`src/adc_pkg.sv`:
```
// Constants for the conversion sequencer and serial readout.
// Assumes a 10 MHz system clock; all pins are asynchronous to it.
package adc_pkg;
  localparam int CLK_HZ = 10_000_000;
  localparam int CONV_ANALOG_US = 9;
  localparam int CONV_TEMP_US = 27;
  localparam int CONV_ANALOG_CYC = (CONV_ANALOG_US * CLK_HZ) / 1_000_000;
  localparam int CONV_TEMP_CYC = (CONV_TEMP_US * CLK_HZ) / 1_000_000;
  localparam int CNT_W = 10;
  localparam int RESULT_W = 10;
  localparam int CTRL_W = 8;
  localparam int BITCNT_W = 4;
  // Channel field sits in the top three bits of the control byte
  localparam int CHAN_HI = 7;
  localparam int CHAN_LO = 5;
  localparam logic [2:0] CHAN_TEMP = 3'h0;
  localparam logic [CTRL_W-1:0] CTRL_RESET = 8'h00;
  localparam logic [RESULT_W-1:0] RESULT_RESET = 10'h000;
  typedef enum {ST_IDLE, ST_CONV, ST_DOWN} conv_state_t;
endpackage

```
`src/pin_events_if.sv`:
```
// Synchronised pin levels and edge pulses passed to the sequencer and serial port.
// Assumes one producer (the pin synchroniser) and one consumer.
`timescale 1ns/10ps
interface pin_events_if;
  logic conv_n_lvl;
  logic conv_fall;
  logic conv_rise;
  logic cs_n_lvl;
  logic cs_rise;
  logic rd_lvl;
  logic rd_rise;
  logic rd_fall;
  logic sclk_rise;
  logic sclk_fall;
  logic din_lvl;
  modport sync (output conv_n_lvl, conv_fall, conv_rise, cs_n_lvl, cs_rise,
    rd_lvl, rd_rise, rd_fall, sclk_rise, sclk_fall, din_lvl);
  modport core (input conv_n_lvl, conv_fall, conv_rise, cs_n_lvl, cs_rise,
    rd_lvl, rd_rise, rd_fall, sclk_rise, sclk_fall, din_lvl);
endinterface

```
`src/adc_core.sv`:
```
// Conversion sequencer and five-wire slave serial port of a 10-bit ADC.
// Assumes host drives serial clock, select and direction; conversion data
// arrives from the analog core as a parallel word sampled at end of conversion.
`timescale 1ns/10ps
// How it works
// - Falling start edge begins a conversion and puts track-and-hold into hold.
// - Busy high during conversion: 9 us analog, 27 us temperature channel.
// - Start released before busy falls keeps the device powered afterwards.
// - Start still low when busy falls powers the device down.
// - Rising start edge powers a powered-down device back up.
// - Serial port is slave only; host supplies every serial clock.
// - Control writes on serial input, results on separate serial output.
// - Direction line low means write, high means read.
// - Rising direction line drives result MSB onto serial output.
// - Later bits shift on falling serial clock, first falling edge skipped.
// - A read carries ten bits; host may stop after eight.
// - Output goes high impedance on select rising or direction falling.
// - Reading erases the result until another conversion completes.
// - Write captures control byte on first eight rising clocks only.
// - Channel code 000 selects the temperature sensor.
module adc_core
  import adc_pkg::*;
(
  input wire logic clk,
  input wire logic reset_n,
  input wire logic conversion_start_n,
  input wire logic cs_n,
  input wire logic rd_wr,
  input wire logic sclk,
  input wire logic din,
  input wire logic [RESULT_W-1:0] sample_data,
  output logic busy,
  output logic hold,
  output logic powered,
  output logic [2:0] channel,
  output logic dout_o,
  output logic dout_oe_n,
  output logic result_valid
);
  pin_events_if ev();

  pin_sync u_sync (
    .clk(clk),
    .reset_n(reset_n),
    .pins({1'b0, din, sclk, rd_wr, cs_n, conversion_start_n}),
    .ev(ev)
  );

  function automatic logic [CNT_W-1:0] conv_len(input logic [2:0] chan);
    conv_len = (chan == CHAN_TEMP) ? CNT_W'(CONV_TEMP_CYC - 1) :
      CNT_W'(CONV_ANALOG_CYC - 1);
  endfunction

  // Conversion sequencer
  conv_state_t state_reg, state_next;
  logic [CNT_W-1:0] cnt_reg, cnt_next;
  logic powered_reg, powered_next;
  logic eoc;

  always_comb begin
    state_next = state_reg;
    cnt_next = cnt_reg;
    powered_next = powered_reg;
    eoc = 1'b0;
    case (state_reg)
      ST_IDLE: begin
        if (ev.conv_fall) begin
          state_next = ST_CONV;
          cnt_next = conv_len(channel);
        end
      end
      ST_CONV: begin
        if (cnt_reg == '0) begin
          eoc = 1'b1;
          if (!ev.conv_n_lvl) begin
            state_next = ST_DOWN;
            powered_next = 1'b0;
          end else begin
            state_next = ST_IDLE;
          end
        end else begin
          cnt_next = cnt_reg - 1'b1;
        end
      end
      ST_DOWN: begin
        if (ev.conv_rise) begin
          state_next = ST_IDLE;
          powered_next = 1'b1;
        end
      end
      default: state_next = ST_IDLE;
    endcase
  end

  always_ff @(posedge clk or negedge reset_n) begin
    if (!reset_n) begin
      state_reg <= ST_IDLE;
      cnt_reg <= '0;
      powered_reg <= 1'b1;
    end else begin
      state_reg <= state_next;
      cnt_reg <= cnt_next;
      powered_reg <= powered_next;
    end
  end

  assign busy = (state_reg == ST_CONV);
  assign hold = (state_reg == ST_CONV);
  assign powered = powered_reg;

  // Serial port, slave only: every shift is caused by a host clock edge
  logic [RESULT_W-1:0] shift_reg, shift_next;
  logic valid_reg, valid_next;
  logic [BITCNT_W-1:0] rbits_reg, rbits_next;
  logic first_fall_reg, first_fall_next;
  logic drive_reg, drive_next;
  logic dout_reg, dout_next;
  logic [CTRL_W-1:0] ctrl_reg, ctrl_next;
  logic [BITCNT_W-1:0] wbits_reg, wbits_next;
  logic selected;

  assign selected = ~ev.cs_n_lvl;

  always_comb begin
    shift_next = shift_reg;
    valid_next = valid_reg;
    rbits_next = rbits_reg;
    first_fall_next = first_fall_reg;
    drive_next = drive_reg;
    dout_next = dout_reg;
    ctrl_next = ctrl_reg;
    wbits_next = wbits_reg;
    if (ev.rd_rise && selected) begin
      // A new read starts only after a low-then-high on the direction line
      drive_next = 1'b1;
      dout_next = valid_reg ? shift_reg[RESULT_W-1] : 1'b0;
      rbits_next = BITCNT_W'(1);
      first_fall_next = 1'b1;
      // Erasing at read start: the copy in the shifter is what gets sent
      valid_next = 1'b0;
    end else if (drive_reg && ev.sclk_fall && ev.rd_lvl) begin
      if (first_fall_reg) begin
        first_fall_next = 1'b0;
      end else if (rbits_reg < BITCNT_W'(RESULT_W)) begin
        shift_next = {shift_reg[RESULT_W-2:0], 1'b0};
        dout_next = shift_reg[RESULT_W-2] & (|shift_reg);
        rbits_next = rbits_reg + 1'b1;
      end
    end
    if (drive_reg && (ev.cs_rise || ev.rd_fall)) begin
      drive_next = 1'b0;
      shift_next = RESULT_RESET;
    end
    if (ev.rd_fall) begin
      wbits_next = '0;
    end
    if (!ev.rd_lvl && selected && ev.sclk_rise && wbits_reg < BITCNT_W'(CTRL_W)) begin
      ctrl_next = {ctrl_reg[CTRL_W-2:0], ev.din_lvl};
      wbits_next = wbits_reg + 1'b1;
    end
    if (eoc) begin
      // A completed conversion wins over an erase in the same cycle
      shift_next = sample_data;
      valid_next = 1'b1;
    end
  end

  always_ff @(posedge clk or negedge reset_n) begin
    if (!reset_n) begin
      shift_reg <= RESULT_RESET;
      valid_reg <= 1'b0;
      rbits_reg <= '0;
      first_fall_reg <= 1'b0;
      drive_reg <= 1'b0;
      dout_reg <= 1'b0;
      ctrl_reg <= CTRL_RESET;
      wbits_reg <= '0;
    end else begin
      shift_reg <= shift_next;
      valid_reg <= valid_next;
      rbits_reg <= rbits_next;
      first_fall_reg <= first_fall_next;
      drive_reg <= drive_next;
      dout_reg <= dout_next;
      ctrl_reg <= ctrl_next;
      wbits_reg <= wbits_next;
    end
  end

  assign channel = ctrl_reg[CHAN_HI:CHAN_LO];
  assign dout_o = dout_reg;
  assign dout_oe_n = ~drive_reg;
  assign result_valid = valid_reg;
endmodule

```
`src/pin_sync.sv`:
```
// Three-flop synchroniser with edge detection for the external pins.
// Assumes pins are asynchronous to clk; an edge counts when stages 2 and 3 differ.
`timescale 1ns/10ps
module pin_sync
  import adc_pkg::*;
(
  input wire logic clk,
  input wire logic reset_n,
  input wire logic [5:0] pins,
  pin_events_if.sync ev
);
  // Bit order: 0 conv_n, 1 cs_n, 2 rd, 3 sclk, 4 din
  logic [5:0] s1_reg, s2_reg, s3_reg;
  logic [5:0] s1_next, s2_next, s3_next;

  always_comb begin
    s1_next = pins;
    s2_next = s1_reg;
    s3_next = s2_reg;
  end

  always_ff @(posedge clk or negedge reset_n) begin
    if (!reset_n) begin
      // Idle levels: start high, select high, read low, clock high, data high.
      // Matching the idle pins keeps a false edge from appearing after reset.
      s1_reg <= 6'h1B;
      s2_reg <= 6'h1B;
      s3_reg <= 6'h1B;
    end else begin
      s1_reg <= s1_next;
      s2_reg <= s2_next;
      s3_reg <= s3_next;
    end
  end

  assign ev.conv_n_lvl = s3_reg[0];
  assign ev.conv_fall = s3_reg[0] & ~s2_reg[0];
  assign ev.conv_rise = ~s3_reg[0] & s2_reg[0];
  assign ev.cs_n_lvl = s3_reg[1];
  assign ev.cs_rise = ~s3_reg[1] & s2_reg[1];
  assign ev.rd_lvl = s3_reg[2];
  assign ev.rd_rise = ~s3_reg[2] & s2_reg[2];
  assign ev.rd_fall = s3_reg[2] & ~s2_reg[2];
  assign ev.sclk_rise = ~s3_reg[3] & s2_reg[3];
  assign ev.sclk_fall = s3_reg[3] & ~s2_reg[3];
  assign ev.din_lvl = s2_reg[4];
endmodule

```
`config.mk`:
```
export PLATFORM = sky130hd
export DESIGN_NAME = adc_core
export DESIGN_NICKNAME = d
export VERILOG_FILES = /design/src/adc_pkg.sv /design/src/pin_events_if.sv /design/src/adc_core.sv /design/src/pin_sync.sv
export SDC_FILE = /design/constraint.sdc
export NUM_CORES = 1
export LEC_CHECK = 0
export BUFFER_PORTS_ARGS = -buffer_cell sky130_fd_sc_hd__buf_2
export CAP_MARGIN = 40
export CORE_ASPECT_RATIO = 1.2
export CORE_MARGIN = 1.5
export CORE_UTILIZATION = 35
export DETAILED_ROUTE_END_ITERATION = 10
export HOLD_SLACK_MARGIN = 0.06
export PLACE_DENSITY = 0.57
export SLEW_MARGIN = 0
export SYNTH_ARGS = -nofsm -noshare
export SYNTH_HDL_FRONTEND = slang
export SYNTH_HIERARCHICAL = 1
export SYNTH_SLANG_ARGS = --single-unit
```
`constraint.sdc`:
```
create_clock -name clk -period 2.15 [get_ports clk]
set_clock_uncertainty 0.15 [all_clocks]
set_input_delay 0.3225 -clock clk [delete_from_list [all_inputs] [get_ports clk]]
set_output_delay 0.3225 -clock clk [all_outputs]
set_load 0.02 [all_outputs]
```
==> flow_summary_export.csv <==
group,metric,value,unit
placed_design,dpl_worst_slack,223.6,ps
setup_path,ff2ff_setup_slack,210,ps
sta,fin_hold_ws,197.0,ps
detailed_routing,drc,0,
setup_path,r2r-end,"cnt_reg[6]",
power,leakage,1.425,nW
layout,nFillCells,655,
sta,worstMarginPinSlew,476.4,ps
global_route,grt_max_degree,39,
sta,maxSlewHeadroom,0.6824,
layout,syn2layout_area_growth,22.61,%
detailed_routing,ant_nets,0,
cts,cts-root-buf,"clkbuf_8",
setup_path,cp_max_fo,5,
placed_design,dp.cells,315,
global_route,grt_pass1_wl,8.079,mm
sta,max_freq,514.5,MHz
yosys,synth_area,2524,µm²
setup_path,path_cells,"inv_1, ha_1, or3b_2, o31ai_1, o2bb2ai_1, nand2_1",
setup_path,critPathCaptureType,"flip-flop",
cts,clk_path_buf_depth,2,
setup_path,slowest_stage,"or3b_2",
setup_path,critical_path.top_delay_family,"simple AND/OR/NAND/NOR gates",
floorplan,die_area,7731,µm²
cts,postCtsHoldBufs,15,
layout,finalNonFillerCells,347,
power,p_per_area,932.3,nW/µm²
global_route,grtUsageMet2,0.2171,
detailed_routing,vias,1695,
floorplan,coreArea,6895,µm²
global_route,met1_usage,0.1774,
setup_path,ff2ff_path_depth,6,
cts,tritoncts,"done",
cts,htreeDepth,3,
global_route,first_global_vias,1791,
cts,cts_setup_buffers,0,
cts,cts_buffers,9,
detailed_routing,wirelength,4.565,mm
run,maxCapViolCount,0,
cts,cts.sinks,57,
detailed_routing,drt_iter0_drc,49,
placed_design,portBuffers,25,
global_route,grtUsageMet3,0.05118,
setup_path,path_class,"reg -> reg",
yosys,netlist_instances,207,
sta,worst_slack,206.3,ps
sta,setup_viol,0,
layout,finalNetCount,276,
cts,clk_latency,330,ps
global_route,gr-total-overflow,0,
cts,path_clk_slew,60,ps
sta,drv_slew,0,
placed_design,hpwl,3.140,mm
cts,post_cts_resize_count,0,
layout,multiInputGateArea,992.2,µm²
layout,drive_above_1_share,0.2808,
setup_path,path_buf_inv,1,
detailed_routing,drt-pass1-iter-count,4,
floorplan,start_util,0.3660,
outcome,run_status,"completed",
placed_design,gp_congestion,0.7488,
sta,hold_viol,0,
sta,rsz0062_at_grt,"false",
min_path,hold_path_end,"u_sync/s2_reg[2]",
sta,min_period_over_period,0.9041,
setup_path,max_stage_delay,500,ps
floorplan,die_w,80.52,µm
layout,regArea,1441,µm²
sta,period_minus_slack,1944,ps
setup_path,required,2220,ps
detailed_routing,post_drt_wl_per_cell,13.16,µm
layout,antenna_cells,0,
sta,final.setup.tns,0,ps
global_route,top_usage_layer,"met2",
power,vdd_ir_drop_max,339.6,µV
setup_path,worstPathArrival,2010,ps
setup_path,rr_startpoint,"cnt_reg[0]",
min_path,hp-class,"reg -> reg",
layout,fin_util,0.4487,
global_route,grtUsageTotal,0.1413,
yosys,syn_nets,228,
global_route,antenna_found_initial,0,
yosys,syn_area_per_cell,12.19,µm²
setup_path,start_kind,"flip-flop",
floorplan,rows,33,
yosys,yosysWarnings,6,
floorplan,die_y,96.02,µm
min_path,hp-start,"u_sync/s1_reg[2]",
min_path,hold_depth,0,
floorplan,num_io_pins,26,
detailed_routing,via_per_inst,4.885,
==> metal layers <==
layer  wire length (µm)  vias up
li1                   -      841
met2               2071       28
met4                102        0
met3                174        7
met1               2217      819
met5                  0        -
==> per-stage QoR <==
stage / power (mW) / area, µm²
2_1_floorplan: 1.766 / 2524
6_report: 2.885 / 3094
3_5_place_dp: 1.909 / 2738
5_1_grt: 3.089 / 3094
4_1_cts: 2.928 / 3084
3_3_place_gp: 1.895 / 2738
==> cell type report <==
type	count	area share
sequential	57	0.4658
clock buffer	11	0.04569
inverter	6	0.008896
tap	87	0.03518
timing repair buffer	45	0.1059
clock inverter	5	0.01779
multi-input combinational	136	0.3207
==> cells in the final DEF, fill, tap and decap left out, types with 5 or more instances in the layout <==
cell type / instances
dfstp_2: 12
nor2_1: 7
nor2b_1: 10
buf_2: 25
o21ai_0: 13
dfrtp_1: 45
mux2_2: 9
mux2i_1: 12
inv_1: 5
a21oi_1: 6
nand2_1: 16
clkbuf_8: 10
dlygate4sd3_1: 16
nand3_1: 6
o2bb2ai_1: 11
==> worst max path at each step <==
stage,start,end,slack (ps),cells past startpoint
finish,cnt_reg[0],cnt_reg[6],210,6
global route,cnt_reg[0],shift_reg[2],40,6
CTS,cnt_reg[0],shift_reg[4],210,6
detailed placement,cnt_reg[0],cnt_reg[6],220,6
floorplan,u_sync/s3_reg[0],cnt_reg[8],310,5
global placement,cnt_reg[0],cnt_reg[6],250,6
==> power breakdown <==
| part | leakage [nW] | internal [mW] | switching (mW) | total [mW] |
|---|---|---|---|---|
| sequential | 0.702 | 1.23 | 0.157 | 1.39 |
| combinational | 0.628 | 0.238 | 0.276 | 0.514 |
| clock | 0.0953 | 0.562 | 0.418 | 0.981 |
| total | 1.43 | 2.03 | 0.851 | 2.88 |
Power figures use the tool's default switching activity.
